$ cat config.mk
export PLATFORM = sky130hd
export DESIGN_NAME = icm_mode_control
export DESIGN_NICKNAME = d
export VERILOG_FILES = /design/src/design/icm_pkg.sv /design/src/design/icm_mem_if.sv /design/src/design/icm_mode_control.sv /design/src/design/icm_result_mem.sv
export SDC_FILE = /design/constraint.sdc
export NUM_CORES = 1
export LEC_CHECK = 0
export ABC_CLOCK_PERIOD_IN_PS = 17300
export BUFFER_PORTS_ARGS = -buffer_cell sky130_fd_sc_hd__buf_2
export CORE_MARGIN = 4
export CORE_UTILIZATION = 55
export DETAILED_ROUTE_END_ITERATION = 12
export PLACE_DENSITY_LB_ADDON = 0.05
export SYNTH_ARGS = -nofsm -noshare
export SYNTH_HDL_FRONTEND = slang
export SYNTH_SLANG_ARGS = --single-unit
$ cat constraint.sdc
create_clock -name clk -period 17.3 [get_ports clk]
set_input_delay 2.595 -clock clk [delete_from_list [all_inputs] [get_ports clk]]
set_output_delay 2.595 -clock clk [all_outputs]
set_load 0.02 [all_outputs]
$ cat src/design/icm_pkg.sv
package icm_pkg;

  localparam int NUM_CH = 4;
  localparam int COUNT_W = 16;
  localparam int REF_DIV_W = 10;
  localparam int SENS_DIV_W = 4;
  localparam int DRIVE_W = 5;
  localparam int RESULT_W = 28;
  localparam int TICK_SHIFT = 4;
  localparam int TIMER_W = COUNT_W + TICK_SHIFT;
  localparam int WORD_W = 16;
  localparam int FLAG_W = 4;
  localparam int MSB_DATA_W = RESULT_W - WORD_W;

  localparam logic [DRIVE_W-1:0] DRIVE_MAX = 5'h1f;
  localparam logic [DRIVE_W-1:0] DRIVE_AUTO_START = 5'h0f;

  localparam logic [6:0] I2C_ADDR_LOW = 7'h2a;
  localparam logic [6:0] I2C_ADDR_HIGH = 7'h2b;

  // wake delay is given in internal-oscillator periods and counted in clk cycles
  localparam longint CLK_KHZ = 100000;
  localparam longint INT_OSC_KHZ = 43000;
  localparam longint WAKE_INT_PERIODS = 16384;
  localparam int WAKE_CYCLES_DEF =
    int'((WAKE_INT_PERIODS * CLK_KHZ + INT_OSC_KHZ - 1) / INT_OSC_KHZ);
  localparam int WAKE_W = 17;

  typedef enum logic [2:0] {
    MD_SHUTDOWN,
    MD_SLEEP,
    MD_WAKE,
    MD_SETTLE,
    MD_CONVERT
  } icm_mode_t;

endpackage

$ cat src/design/icm_mem_if.sv
`timescale 1ns/10ps
interface icm_mem_if #(
  parameter int AW = 2,
  parameter int DW = 28
) ();
  logic wrEn;
  logic [AW-1:0] wrAddr;
  logic [DW-1:0] wrData;
  logic rdEn;
  logic [AW-1:0] rdAddr;
  logic [DW-1:0] rdData;

  modport ctrl(output wrEn, wrAddr, wrData, rdEn, rdAddr, input rdData);
  modport store(input wrEn, wrAddr, wrData, rdEn, rdAddr, output rdData);
endinterface

$ cat src/design/icm_mode_control.sv
`timescale 1ns/10ps
// Functional notes
// single repeats one channel; multi cycles enabled
// irq per conversion, or per full sequence
// per-channel 16-bit reference count sets interval
// per-channel settle count before measuring
// per-channel reference and sensor dividers
// reference from internal clock or external input
// per-channel drive current field
// auto override picks and adjusts drive itself
// report amplitude, no-oscillation, new data, errors
// power-up into sleep, no conversions
// sleep-enable 1 sleeps, 0 converts
// wait 16384 internal periods after wake
// sleep keeps access, clears results, irq high
// shutdown pin high shuts down, low sleeps
// shutdown resets registers, stops, irq high
// no register access during shutdown
// host changes address pin only in shutdown
// software reset stops and restores defaults
// host configures only while sleeping
// host reads results during normal mode
// upper word read loads both result words
// address 0x2a or 0x2b by select pin
// multi sequence ascending, wraps to lowest
module icm_mode_control
  import icm_pkg::*;
#(
  parameter int NCH = NUM_CH,
  parameter int CW = (NCH > 1) ? $clog2(NCH) : 1,
  parameter int WAKE_CYCLES = WAKE_CYCLES_DEF
) (
  input wire logic clk,
  input wire logic rst,
  input wire logic shutdownPin,
  input wire logic addrSelPin,
  input wire logic extRefClockIn,
  input wire logic sensorEdgeIn,
  input wire logic ampHighIn,
  input wire logic ampLowIn,
  input wire logic sleepEnableWr,
  input wire logic sleepEnableVal,
  input wire logic softwareResetWr,
  input wire logic statusReadAck,
  input wire logic singleChannelMode,
  input wire logic [CW-1:0] activeChannel,
  input wire logic [NCH-1:0] chanEnable,
  input wire logic irqEnable,
  input wire logic extRefSelect,
  input wire logic [NCH-1:0][COUNT_W-1:0] refCountSetting,
  input wire logic [NCH-1:0][COUNT_W-1:0] settleCountSetting,
  input wire logic [NCH-1:0][REF_DIV_W-1:0] refDivider,
  input wire logic [NCH-1:0][SENS_DIV_W-1:0] sensorDivider,
  input wire logic [NCH-1:0][DRIVE_W-1:0] driveCurrentField,
  input wire logic autoDriveOverrideEnable,
  input wire logic resultReadMsb,
  input wire logic [CW-1:0] resultReadChan,
  output logic irqNOut,
  output logic sleepEnableRead,
  output logic softwareResetRead,
  output logic regDefaultsReq,
  output logic i2cAccessEnable,
  output logic [6:0] i2cAddress,
  output logic [CW-1:0] curChannel,
  output logic convActive,
  output logic [DRIVE_W-1:0] driveCurrentOut,
  output logic [FLAG_W-1:0] statusFlags,
  output logic [NCH-1:0] dataReady,
  output logic [WORD_W-1:0] resultMsbWord,
  output logic [WORD_W-1:0] resultLsbWord
);

  function automatic logic [CW-1:0] nextEnabled(
    input logic [NCH-1:0] en,
    input logic [CW-1:0] cur
  );
    logic [CW-1:0] pick;
    logic found;
    pick = cur;
    found = 1'b0;
    for (int i = NCH - 1; i >= 0; i--) begin
      if (en[i] && i > int'(cur)) begin
        pick = CW'(i);
        found = 1'b1;
      end
    end
    if (!found) begin
      for (int i = NCH - 1; i >= 0; i--) begin
        if (en[i]) begin
          pick = CW'(i);
        end
      end
    end
    return pick;
  endfunction

  // a zero count still waits one divided reference tick, not a 16-tick unit
  function automatic logic [TIMER_W-1:0] scaled(input logic [COUNT_W-1:0] c);
    return (c == '0) ? TIMER_W'(1) : {c, {TICK_SHIFT{1'b0}}};
  endfunction

  localparam logic [WAKE_W-1:0] WAKE_LOAD = WAKE_W'(WAKE_CYCLES - 1);
  localparam logic [RESULT_W-1:0] ACC_MAX = '1;

  // pin synchronisers: bit0 shutdown, 1 addr, 2 ext ref, 3 sensor, 4-5 amp
  logic [5:0] syncA_ff, syncB_ff;
  logic extPrev_ff, sensPrev_ff;
  always_ff @(posedge clk or posedge rst) begin
    if (rst) begin
      syncA_ff <= '0;
      syncB_ff <= '0;
      extPrev_ff <= 1'b0;
      sensPrev_ff <= 1'b0;
    end else begin
      syncA_ff <= {ampLowIn, ampHighIn, sensorEdgeIn, extRefClockIn,
                   addrSelPin, shutdownPin};
      syncB_ff <= syncA_ff;
      extPrev_ff <= syncB_ff[2];
      sensPrev_ff <= syncB_ff[3];
    end
  end

  icm_mode_t modeFf, nxtMode;
  logic [CW-1:0] curChan_ff, nxtChan;
  logic [TIMER_W-1:0] timer_ff, nxtTimer;
  logic [WAKE_W-1:0] wakeCnt_ff, nxtWake;
  logic [REF_DIV_W-1:0] refDivCnt_ff, nxtRefDiv, refLim;
  logic [SENS_DIV_W-1:0] sensDivCnt_ff, nxtSensDiv, sensLim;
  logic [RESULT_W-1:0] accum_ff, nxtAccum;
  logic sleepEn_ff, nxtSleepEn, irqN_ff, nxtIrqN;
  logic [NCH-1:0] dataReady_ff, nxtReady, valid_ff, nxtValid;
  logic [FLAG_W-1:0] flags_ff, nxtFlags;
  logic [DRIVE_W-1:0] drive_ff, nxtDrive;
  logic [NCH-1:0][DRIVE_W-1:0] autoDrive_ff, nxtAuto;
  logic defaults_ff, nxtDefaults, i2cEn_ff, nxtI2cEn;
  logic [6:0] addr_ff, nxtAddr;
  logic addrCaught_ff, nxtAddrCaught;
  logic refTick, divTick, sensEdge, sensTick, convEnd, doClear, readTake;
  logic memWr, conv_ff, nxtConv, rstRead_ff;

  icm_mem_if #(.AW(CW), .DW(RESULT_W)) memBus ();

  // flags: [3] conversion error, [2] no oscillation, [1] amp high, [0] low
  always_comb begin
    nxtMode = modeFf;
    nxtChan = curChan_ff;
    nxtTimer = timer_ff;
    nxtWake = wakeCnt_ff;
    nxtRefDiv = refDivCnt_ff;
    nxtSensDiv = sensDivCnt_ff;
    nxtAccum = accum_ff;
    nxtSleepEn = sleepEn_ff;
    nxtIrqN = irqN_ff;
    nxtReady = dataReady_ff;
    nxtValid = valid_ff;
    nxtFlags = flags_ff;
    nxtAuto = autoDrive_ff;
    nxtDefaults = 1'b0;
    convEnd = 1'b0;
    memWr = 1'b0;
    readTake = resultReadMsb && i2cEn_ff;
    refTick = !extRefSelect || (syncB_ff[2] && !extPrev_ff);
    refLim = (refDivider[curChan_ff] == '0) ? '0 :
             refDivider[curChan_ff] - REF_DIV_W'(1);
    sensLim = (sensorDivider[curChan_ff] == '0) ? '0 :
              sensorDivider[curChan_ff] - SENS_DIV_W'(1);
    divTick = refTick && (refDivCnt_ff >= refLim);
    sensEdge = syncB_ff[3] && !sensPrev_ff;
    sensTick = sensEdge && (sensDivCnt_ff >= sensLim);
    // clears go first so a same-cycle event still sets its flag
    if (statusReadAck) begin
      nxtIrqN = 1'b1;
      nxtFlags = '0;
    end
    if (readTake) begin
      nxtReady[resultReadChan] = 1'b0;
    end
    if (refTick && (modeFf == MD_SETTLE || modeFf == MD_CONVERT)) begin
      nxtRefDiv = divTick ? '0 : refDivCnt_ff + REF_DIV_W'(1);
    end
    unique case (modeFf)
      MD_SHUTDOWN: begin
        nxtMode = MD_SHUTDOWN;
      end
      MD_SLEEP: begin
        if (!sleepEn_ff) begin
          nxtMode = MD_WAKE;
          nxtWake = WAKE_LOAD;
        end
      end
      MD_WAKE: begin
        if (wakeCnt_ff == '0) begin
          nxtMode = MD_SETTLE;
          nxtChan = singleChannelMode ? activeChannel :
                    nextEnabled(chanEnable, CW'(NCH - 1));
          nxtTimer = scaled(settleCountSetting[nxtChan]);
          nxtRefDiv = '0;
        end else begin
          nxtWake = wakeCnt_ff - WAKE_W'(1);
        end
      end
      MD_SETTLE: begin
        if (divTick) begin
          if (timer_ff <= TIMER_W'(1)) begin
            nxtMode = MD_CONVERT;
            nxtTimer = scaled(refCountSetting[curChan_ff]);
            nxtAccum = '0;
            nxtSensDiv = '0;
          end else begin
            nxtTimer = timer_ff - TIMER_W'(1);
          end
        end
      end
      MD_CONVERT: begin
        if (sensTick) begin
          nxtSensDiv = '0;
          if (accum_ff == ACC_MAX) begin
            nxtFlags[3] = 1'b1;
          end else begin
            nxtAccum = accum_ff + RESULT_W'(1);
          end
        end else if (sensEdge) begin
          nxtSensDiv = sensDivCnt_ff + SENS_DIV_W'(1);
        end
        if (divTick) begin
          if (timer_ff <= TIMER_W'(1)) begin
            convEnd = 1'b1;
          end else begin
            nxtTimer = timer_ff - TIMER_W'(1);
          end
        end
      end
    endcase
    if (convEnd) begin
      memWr = 1'b1;
      nxtReady[curChan_ff] = 1'b1;
      nxtValid[curChan_ff] = 1'b1;
      nxtFlags = nxtFlags | {1'b0, accum_ff == '0, syncB_ff[4],
                             syncB_ff[5]};
      if (syncB_ff[5] && autoDrive_ff[curChan_ff] != DRIVE_MAX) begin
        nxtAuto[curChan_ff] = autoDrive_ff[curChan_ff] + DRIVE_W'(1);
      end else if (syncB_ff[4] && autoDrive_ff[curChan_ff] != '0) begin
        nxtAuto[curChan_ff] = autoDrive_ff[curChan_ff] - DRIVE_W'(1);
      end
      if (irqEnable && (singleChannelMode ||
          nextEnabled(chanEnable, curChan_ff) <= curChan_ff)) begin
        nxtIrqN = 1'b0;
      end
      nxtChan = singleChannelMode ? activeChannel :
                nextEnabled(chanEnable, curChan_ff);
      nxtMode = MD_SETTLE;
      nxtTimer = scaled(settleCountSetting[nxtChan]);
      nxtRefDiv = '0;
    end
    if (sleepEnableWr && i2cEn_ff) begin
      nxtSleepEn = sleepEnableVal;
    end
    if (sleepEn_ff && modeFf != MD_SHUTDOWN) begin
      nxtMode = MD_SLEEP;
    end
    if (softwareResetWr && i2cEn_ff) begin
      nxtMode = MD_SLEEP;
      nxtSleepEn = 1'b1;
      nxtDefaults = 1'b1;
      nxtAuto = {NCH{DRIVE_AUTO_START}};
    end
    if (syncB_ff[0]) begin
      nxtMode = MD_SHUTDOWN;
      nxtSleepEn = 1'b1;
      nxtDefaults = 1'b1;
      nxtAuto = {NCH{DRIVE_AUTO_START}};
    end else if (modeFf == MD_SHUTDOWN) begin
      nxtMode = MD_SLEEP;
    end
    // nothing converts in sleep or shutdown, so clear every cycle there
    doClear = (nxtMode == MD_SLEEP) || (nxtMode == MD_SHUTDOWN);
    if (doClear) begin
      nxtReady = '0;
      nxtValid = '0;
      nxtFlags = '0;
      nxtIrqN = 1'b1;
      nxtAccum = '0;
    end
    nxtDrive = autoDriveOverrideEnable ? nxtAuto[nxtChan] :
               driveCurrentField[nxtChan];
    nxtI2cEn = (nxtMode != MD_SHUTDOWN);
    nxtConv = (nxtMode == MD_CONVERT);
    nxtAddrCaught = 1'b1;
    nxtAddr = addr_ff;
    if (!addrCaught_ff || modeFf == MD_SHUTDOWN) begin
      nxtAddr = syncB_ff[1] ? I2C_ADDR_HIGH : I2C_ADDR_LOW;
    end
  end

  always_ff @(posedge clk or posedge rst) begin
    if (rst) begin
      modeFf <= MD_SLEEP;
      curChan_ff <= '0;
      timer_ff <= '0;
      wakeCnt_ff <= '0;
      refDivCnt_ff <= '0;
      sensDivCnt_ff <= '0;
      accum_ff <= '0;
      sleepEn_ff <= 1'b1;
      irqN_ff <= 1'b1;
      dataReady_ff <= '0;
      valid_ff <= '0;
      flags_ff <= '0;
      drive_ff <= '0;
      autoDrive_ff <= {NCH{DRIVE_AUTO_START}};
      defaults_ff <= 1'b0;
      i2cEn_ff <= 1'b1;
      addr_ff <= I2C_ADDR_LOW;
      addrCaught_ff <= 1'b0;
      conv_ff <= 1'b0;
      rstRead_ff <= 1'b0;
    end else begin
      modeFf <= nxtMode;
      curChan_ff <= nxtChan;
      timer_ff <= nxtTimer;
      wakeCnt_ff <= nxtWake;
      refDivCnt_ff <= nxtRefDiv;
      sensDivCnt_ff <= nxtSensDiv;
      accum_ff <= nxtAccum;
      sleepEn_ff <= nxtSleepEn;
      irqN_ff <= nxtIrqN;
      dataReady_ff <= nxtReady;
      valid_ff <= nxtValid;
      flags_ff <= nxtFlags;
      drive_ff <= nxtDrive;
      autoDrive_ff <= nxtAuto;
      defaults_ff <= nxtDefaults;
      i2cEn_ff <= nxtI2cEn;
      addr_ff <= nxtAddr;
      addrCaught_ff <= nxtAddrCaught;
      conv_ff <= nxtConv;
      // the reset bit is write-only; its readback is a fixed zero
      rstRead_ff <= 1'b0;
    end
  end

  // result readback: upper-word read snapshots both words
  logic [WORD_W-1:0] msb_ff, nxtMsb, lsb_ff, nxtLsb;
  logic rdPend_ff, nxtRdPend;
  logic [CW-1:0] rdChan_ff, nxtRdChan;

  assign memBus.wrEn = memWr;
  assign memBus.wrAddr = curChan_ff;
  assign memBus.wrData = accum_ff;
  assign memBus.rdEn = readTake;
  assign memBus.rdAddr = resultReadChan;

  always_comb begin
    nxtRdPend = readTake;
    nxtRdChan = readTake ? resultReadChan : rdChan_ff;
    nxtMsb = msb_ff;
    nxtLsb = lsb_ff;
    if (rdPend_ff) begin
      nxtMsb = valid_ff[rdChan_ff] ?
               {flags_ff, memBus.rdData[RESULT_W-1:WORD_W]} : '0;
      nxtLsb = valid_ff[rdChan_ff] ?
               memBus.rdData[WORD_W-1:0] : '0;
    end
    if (doClear) begin
      nxtMsb = '0;
      nxtLsb = '0;
      nxtRdPend = 1'b0;
    end
  end

  always_ff @(posedge clk or posedge rst) begin
    if (rst) begin
      msb_ff <= '0;
      lsb_ff <= '0;
      rdPend_ff <= 1'b0;
      rdChan_ff <= '0;
    end else begin
      msb_ff <= nxtMsb;
      lsb_ff <= nxtLsb;
      rdPend_ff <= nxtRdPend;
      rdChan_ff <= nxtRdChan;
    end
  end

  icm_result_mem #(.DEPTH(NCH), .WIDTH(RESULT_W), .AW(CW)) u_mem (
    .clk(clk),
    .rst(rst),
    .port(memBus.store)
  );

  assign irqNOut = irqN_ff;
  assign sleepEnableRead = sleepEn_ff;
  assign softwareResetRead = rstRead_ff;
  assign regDefaultsReq = defaults_ff;
  assign i2cAccessEnable = i2cEn_ff;
  assign i2cAddress = addr_ff;
  assign curChannel = curChan_ff;
  assign convActive = conv_ff;
  assign driveCurrentOut = drive_ff;
  assign statusFlags = flags_ff;
  assign dataReady = dataReady_ff;
  assign resultMsbWord = msb_ff;
  assign resultLsbWord = lsb_ff;
endmodule

$ cat src/design/icm_result_mem.sv
`timescale 1ns/10ps
module icm_result_mem #(
  parameter int DEPTH = 4,
  parameter int WIDTH = 28,
  parameter int AW = 2
) (
  input wire logic clk,
  input wire logic rst,
  icm_mem_if.store port
);
  logic [WIDTH-1:0] mem [DEPTH];
  logic [WIDTH-1:0] rdData_ff;
  logic [WIDTH-1:0] nxt_rdData;

  // storage has no reset; the controller masks never-written entries
  always_ff @(posedge clk) begin
    if (port.wrEn) begin
      mem[port.wrAddr] <= port.wrData;
    end
  end

  always_comb begin
    nxt_rdData = rdData_ff;
    if (port.rdEn) begin
      nxt_rdData = mem[port.rdAddr];
    end
  end

  always_ff @(posedge clk or posedge rst) begin
    if (rst) begin
      rdData_ff <= '0;
    end else begin
      rdData_ff <= nxt_rdData;
    end
  end

  assign port.rdData = rdData_ff;
endmodule

Word level (Yosys, flattened, before mapping)
Memories as Yosys holds them, arrays and structs flattened. A register that Yosys moved wholly into a read port is not among the register bits.
Index checks and enable logic that the tools add are counted.
{ "word_totals": {"regBits": 183, "mem_bits_rw": 112, "out_inout_bits": 60, "wordCells": 260, "mem_count": 1} }
{ "mem_list": {"columns": ["memory", "words", "word_bits", "rd", "rd_clocked_by_memory_dff", "write_ports", "line_no", "text"], "rows": [
  ["u_mem.mem", 4, 28, 1, 1, 1, "icm_result_mem.sv:11", "logic [WIDTH-1:0] mem [DEPTH];"]
]} }
{ "op_classes": {"add_sub_neg": 9, "magnitude_cmp": 15, "n_eq_ne": 21, "n_mux": 130, "bitwise_logic": 5, "reduce_logical": 49} }
{ "ops": {"columns": ["operator", "n"], "rows": [
  ["20-bit two-way mux", 14],
  ["16-bit two-way mux", 9],
  ["28-bit two-way mux", 5],
  ["16-bit binary-select mux with 2-bit select", 3],
  ["10-bit two-way mux", 7],
  ["20-bit one-hot mux with 3 select lines", 1],
  ["4-bit two-way mux", 14],
  ["28-bit one-hot mux with 2 select lines", 1],
  ["16-bit zero test", 3],
  ["20-bit bitwise mux", 2],
  ["2-bit two-way mux", 18],
  ["17-bit two-way mux", 2],
  ["17-bit one-hot mux with 2 select lines", 1],
  ["5-bit binary-select mux with 2-bit select", 3],
  ["28-bit by 1-bit adder with 28-bit output (second input constant)", 1],
  ["28-bit == test (second input constant)", 1],
  ["28-bit zero test", 1],
  ["1-bit two-way mux", 28],
  ["3-bit two-way mux", 9],
  ["5-bit two-way mux", 5],
  ["3-bit != test (second input constant)", 8],
  ["10-bit binary-select mux with 2-bit select", 1],
  ["20-bit by 1-bit less-or-equal comparator with 1-bit output (second input constant)", 1],
  ["20-bit by 1-bit subtractor with 20-bit output (second input constant)", 1],
  ["45 further kinds", 90]
]} }

Depth between registers and ports, before layout
{ "depth": {"ltp_word": 17, "ltp_mapped": 23} }

Modules after synthesis
Synthesis repeated with hierarchy kept, for this count alone.
{ "unflattened": {"cells_unflattened": 1738, "area_unflattened_um2": 18011.0} }
{ "by_module_without_submodules": {"columns": ["mod", "instances", "cells_each", "area_each_um2"], "rows": [
  ["icm_mode_control", 1, 1464, 12776.0],
  ["icm_result_mem", 1, 274, 5235.0]
]} }

Worst setup path after synthesis
No wires, ideal clock.
{ "synth_path": {"path_kind": "in2reg", "startpoint": "in refDivider[33] in the netlist's numbering", "endpoint": "mem u_mem.mem[3][0] (enable)", "t_arrival_ns": 8.169, "required_ns": 16.816, "path_slack_ns": 8.647, "cell_stages": 10, "path_cell_list": "mux4_2 -> or2_2 -> nor4_1 -> o21bai_1 -> ha_1 -> and3_1 -> or3b_1 -> o221ai_1 -> nor2_1 -> nor4_1"} }
{ "synth_between": {"elab_chain_cells": 11, "word_cells_on_any_way": 12, "cone_classes": "1 x add/sub; 1 x order compare; 8 x mux; 2 x reduce/logical"} }
{ "synth_lines": {"columns": ["item", "line_no", "text"], "rows": [
  ["start: declaration", "icm_mode_control.sv:52", "input wire logic [NCH-1:0][REF_DIV_W-1:0] refDivider,"],
  ["10-bit binary-select mux with 2-bit select (*)", "icm_mode_control.sv:163, icm_mode_control.sv:164", null],
  ["10-bit two-way mux (not written as such) (*)", "icm_mode_control.sv:163, icm_mode_control.sv:164", null],
  ["10-bit by 1-bit subtractor with 10-bit output or 10-bit zero test (tied branches)", "icm_mode_control.sv:164, icm_mode_control.sv:163", null],
  ["10-bit two-way mux (*)", "icm_mode_control.sv:163", "refLim = (refDivider[curChan_ff] == '0) ? '0 :"],
  ["10-bit >= comparator (*)", "icm_mode_control.sv:167", "divTick = refTick && (refDivCnt_ff >= refLim);"],
  ["1-bit logical AND (*)", "icm_mode_control.sv:167", null],
  ["1-bit two-way mux (*)", "icm_mode_control.sv:225", "if (divTick) begin"],
  ["1-bit two-way mux (*)", "icm_mode_control.sv:181", "unique case (modeFf)"],
  ["1-bit two-way mux (*)", "icm_mode_control.sv:234", "if (convEnd) begin"],
  ["1-bit two-way mux (*)", "icm_result_mem.sv:17", "if (port.wrEn) begin"],
  ["1-bit two-way mux (not written as such) (*)", "icm_result_mem.sv:18", "mem[port.wrAddr] <= port.wrData;"],
  ["end: declaration", "icm_result_mem.sv:11", null]
]} }
Every way passes the cells marked *; elsewhere a longest branch is shown, timed or not. The select of a mux whose other input is x is not followed.

Worst setup path after layout
{ "layout_path": {"startpoint": "in refDivider[33] in the netlist's numbering", "endpoint": "reg drive_ff[2], in the netlist driveCurrentOut[2]"} }
{ "layout_between": {"elab_chain_cells": 14, "word_cells_on_any_way": 18, "cone_classes": "1 x add/sub; 1 x order compare; 14 x mux; 2 x reduce/logical"} }
{ "layout_lines": {"columns": ["item", "line_no", "text"], "rows": [
  ["10-bit binary-select mux with 2-bit select (*)", "icm_mode_control.sv:163, icm_mode_control.sv:164", null],
  ["10-bit two-way mux (not written as such) (*)", "icm_mode_control.sv:163, icm_mode_control.sv:164", null],
  ["10-bit by 1-bit subtractor with 10-bit output or 10-bit zero test (tied branches)", "icm_mode_control.sv:164, icm_mode_control.sv:163", null],
  ["10-bit two-way mux (*)", "icm_mode_control.sv:163", null],
  ["10-bit >= comparator (*)", "icm_mode_control.sv:167", null],
  ["1-bit logical AND (*)", "icm_mode_control.sv:167", null],
  ["1-bit two-way mux (*)", "icm_mode_control.sv:225", null],
  ["1-bit two-way mux (*)", "icm_mode_control.sv:181", null],
  ["20-bit two-way mux", "icm_mode_control.sv:234", null],
  ["20-bit two-way mux", "icm_mode_control.sv:261", "if (softwareResetWr && i2cEn_ff) begin"],
  ["20-bit two-way mux", "icm_mode_control.sv:267", "if (syncB_ff[0]) begin"],
  ["5-bit binary-select mux with 2-bit select", "icm_mode_control.sv:284", "nxtDrive = autoDriveOverrideEnable ? nxtAuto[nxtChan] :"],
  ["5-bit two-way mux (not written as such)", "icm_mode_control.sv:284", null],
  ["5-bit two-way mux (*)", "icm_mode_control.sv:284", null],
  ["net nxtDrive[2]", "icm_mode_control.sv:133", "logic [DRIVE_W-1:0] drive_ff, nxtDrive;"],
  ["end signal: assignment", "icm_mode_control.sv:330", "drive_ff <= nxtDrive;"],
  ["end: declaration", "icm_mode_control.sv:133", null]
]} }
Mark *: on every way through the listed nets, which the timed path passes. The rest lies on a longest branch. The select of a mux whose other input is x is not followed.
A chain may end at the register's enable or synchronous reset.

==> results.py <==
metrics = {
    "drt": {
        "wl_mm": 49.4,
        "vias_per_cell": 6.20,
        "dr.first_iter.drc_count": 1017,
        "first_pass_iters": 6,
        "routedWlPerCell_um": 21.9,
        "antenna_left": 0,
        "via_count": 14000,
        "route.detailed.drc": 0,
    },
    "logic_synthesis": {
        "syn_avg_cell_area_um2": 11.0,
        "seq_area_frac_synth_pct": 49.1,
        "synth-edff-count": 112,
        "async_reset_ff_share_pct": 64.7,
        "synth.distinct_cells": 82,
        "synth_cells": 1580,
        "synth.top_cell.area_share_pct": 26.7,
        "syn_area_um2": 17300,
        "synth_warnings": 0,
        "ys_seq_elements": 317,
        "synth_top_flop_cell": "dfrtp_1",
        "yosys.area.top_type": "dfrtp_1",
        "synth.top_cells.by_area": "dfrtp_1 27%, edfxtp_1 19%, mux4_2 8.7%",
    },
    "clock_tree": {
        "hold_buffers": 0,
        "cts_root_buf": "clkbuf_16",
        "cts-resized-gates": 0,
        "htree_num_levels": 2,
        "clk_pin_slew_worst_paths_ns": 0.06,
        "cts.path.max_buffers": 3,
        "cts_tree": "done",
        "postCtsSetupBuffers": 0,
        "cts_sinks": 317,
        "clock_latency_ns": 0.51,
        "numCtsBuffers": 34,
    },
    "final_layout": {
        "syn_to_final_growth_pct": 16.6,
        "fin_nets": 2091,
        "layout-drive-gt1-share_pct": 27.8,
    },
    "grt": {
        "grt_usage_pct": 28.3,
        "overflow": 0,
        "antenna_found_initial": 6,
        "grt_pass1_wl_mm": 76.7,
        "grt_pass1_vias": 13800,
        "grt_start_max_net_pins": 93,
    },
    "sta": {
        "timing.fmax_ghz": 0.134,
        "timing.hold.ws_ns": 0.348,
        "maxSlewViolCount": 0,
        "maxSlewHeadroom_pct": 22.3,
        "finalClockSkew_ns": 0.0205,
        "rsz0062_at_grt": "no",
        "hold_viol": 0,
        "period_share_pct": 43.3,
        "fin_crit_ns": 7.49,
        "fin_setup_tns_ns": 0,
        "setup_viol": 0,
        "tightestPinTransition_ns": 1.16,
    },
    "worst_setup_path": {
        "endpoint_kind": "register",
        "rrSetupSlack_ns": 10.69,
        "crit_path_max_fanout": 15,
        "path_class": "in2reg",
        "cp.required_ns": 17.67,
        "cp.arrival_ns": 7.86,
        "start_kind": "primary input",
    },
    "min_path": {
        "hp-class": "reg2reg",
    },
    "run": {
        "cap_viol_max_count": 0,
    },
    "floorplanning": {
        "core-area_um2": 30800,
        "start_util_pct": 56.2,
        "die-width_um": 186,
        "die_y_um": 186,
        "std_cell_rows": 64,
        "boundaryPins": 289,
        "die_area_um2": 34400,
    },
    "pwr": {
        "ir_drop_v": 0.0000549,
        "power_density_nw_per_um2": 85.4,
        "p_leak_nw": 8.00,
    },
    "run_status": {
        "status": "completed",
    },
    "place": {
        "place.gp.congestion": 0.971,
        "port_buffers": 281,
        "post-dp-hpwl_mm": 36.7,
    },
}
## area by class of cell
| cell class | count | area (µm²) |
|---|---|---|
| multi-input cells | 1149 | 8390 |
| flip-flops and latches | 317 | 8520 |
| diodes | 2 | 5.00 |
| repair buffers | 302 | 1560 |
| inverters | 29 | 121 |
| clock inverters | 15 | 185 |
| well taps | 396 | 495 |
| clock buffers | 47 | 930 |
| fillers | 2481 | 10600 |
## sequential cells by signal, summed over array words and instances (netlist names), 2 cells and up
signal and cells:
u_mem.mem 112, u_mem.port.rdData 28, resultLsbWord 16, resultMsbWord 16, rdChan_ff 2, modeFf 3
wakeCnt_ff 17, dataReady 4, driveCurrentOut 5, statusFlags 4, sensDivCnt_ff 4, autoDrive_ff 20
curChannel 2, refDivCnt_ff 10, syncA_ff 6, valid_ff 4, syncB_ff 6, accum_ff 28
timer_ff 20
## logic make-up after synthesis
| kind of cell | Yosys count | share of synthesized area (%) |
|---|---|---|
| and+or+nand+nor | 558 | 16.3 |
| xor gates and xnor gates | 44 | 2.22 |
| muxes | 175 | 15.3 |
| other | 2 | 0.0433 |
| AOI/OAI and AO/OA | 335 | 11.9 |
| buffers and inverters | 120 | 2.99 |
| DFF | 317 | 49.1 |
| adders and majority gates | 29 | 2.09 |
## power breakdown
group | internal [mW] | switching, mW | total, mW
Sequential | 0.794 | 0.0167 | 0.810
Clock | 0.427 | 0.296 | 0.722
Combinational | 0.0857 | 0.109 | 0.195
## cell usage after synthesis, types with 9 or more instances
| library cell | number |
|---|---|
| nand3_1 | 71 |
| nand4_1 | 12 |
| nor3_1 | 39 |
| mux2_2 | 40 |
| and3_1 | 18 |
| clkbuf_1 | 53 |
| a21oi_1 | 124 |
| mux2i_1 | 67 |
| buf_1 | 10 |
| nand2b_1 | 56 |
| xor2_1 | 25 |
| or4_1 | 12 |
| ha_1 | 29 |
| o21ai_0 | 84 |
| o31ai_1 | 12 |
| buf_4 | 9 |
| a22oi_1 | 15 |
| nor2_1 | 121 |
| nor4_1 | 29 |
| a31oi_1 | 12 |
| edfxtp_1 | 112 |
| nand2_1 | 124 |
| mux4_2 | 67 |
| buf_2 | 18 |
| inv_1 | 26 |
| o22ai_1 | 11 |
| dfstp_2 | 20 |
| nor2b_1 | 9 |
| or3_1 | 24 |
| xnor2_1 | 19 |
| dfrtp_1 | 185 |
## cells in the final DEF, fill, tap and decap left out, types with 5 or more instances in the layout
| cell | synthesis | final |
|---|---|---|
| o31ai_1 | 12 | 11 |
| o211ai_1 | 8 | 8 |
| ha_1 | 29 | 29 |
| a21oi_1 | 124 | 124 |
| and2_1 | 7 | 7 |
| xnor2_1 | 19 | 19 |
| xor2_1 | 25 | 25 |
| mux4_2 | 67 | 67 |
| nand2_1 | 124 | 123 |
| a22oi_1 | 15 | 15 |
| a31oi_1 | 12 | 12 |
| mux2_2 | 40 | 40 |
| nand2b_1 | 56 | 56 |
| nor3b_1 | 5 | 5 |
| or4_1 | 12 | 12 |
| edfxtp_1 | 112 | 112 |
| o21a_1 | 7 | 7 |
| inv_1 | 26 | 25 |
| clkbuf_1 | 53 | 10 |
| buf_4 | 9 | 21 |
| or3_1 | 24 | 23 |
| nor2b_1 | 9 | 9 |
| dfstp_2 | 20 | 20 |
| o21ai_0 | 84 | 84 |
| buf_2 | 18 | 281 |
| or2_2 | 8 | 8 |
| nor2_1 | 121 | 121 |
| a221oi_1 | 8 | 8 |
| and3_1 | 18 | 18 |
| clkbuf_16 | 0 | 34 |
| nor3_1 | 39 | 39 |
| conb_1 | 2 | 8 |
| nor4_1 | 29 | 26 |
| nand4_1 | 12 | 12 |
| nand4b_1 | 5 | 5 |
| dfrtp_1 | 185 | 182 |
| mux2i_1 | 67 | 67 |
| nand3_1 | 71 | 71 |
| a21o_1 | 6 | 6 |
| o22ai_1 | 11 | 11 |
## final timing paths
| path | from | end | cells after the start |
|---|---|---|---|
| worst max-delay path | refDivider[33] | driveCurrentOut[2] | 16 |
| worst min-delay path | syncA_ff[5] | syncB_ff[5] | 0 |
| worst max register to register | curChannel[0] | driveCurrentOut[2] | 16 |
| worst min register to register | syncA_ff[5] | syncB_ff[5] | 0 |
| max in group asynchronous | rst | timer_ff[2] | 3 |
| min in group asynchronous | rst | resultMsbWord[11] | 2 |
## routing by layer
metal	vias to the layer above	part of all wire, %	global-route usage (%)
li1	6438	-	-
met2	547	52	50.6
met1	6893	38	35.1
met5	-	0	0
met3	121	5.5	4.12
met4	0	4.4	10.4
## critical path, stage by stage
cell and delay (ns):
buf_2 0.10, mux4_2 0.50, or2_2 0.33, nor4_1 0.78
nand2b_1 0.21, ha_1 0.24, and3_1 0.19, a221oi_1 0.39
o221ai_1 0.32, o2111ai_1 0.81, nor2_1 0.13, nor2_2 0.39
inv_2 0.24, and3_1 0.20, a311oi_1 0.32, mux2i_1 0.12
## per-stage QoR
| stage | total power [mW] | instance area (µm²) | utilization (%) | worst slack [ns] | cells |
|---|---|---|---|---|---|
| 2_1_floorplan | 0.943 | 17400 | - | 8.65 | 1586 |
| 3_3_place_gp | 1.02 | 19100 | 61.9 | 9.66 | 2193 |
| 3_5_place_dp | 1.02 | 19100 | 61.9 | 9.41 | 2193 |
| 4_1_cts | 1.74 | 20200 | 65.5 | 9.90 | 2255 |
| 5_1_grt | 1.79 | 20200 | 65.6 | 9.28 | 2257 |
| 6_report | 1.73 | 20200 | 65.6 | 9.81 | 2257 |
Power figures use the tool's default switching activity.
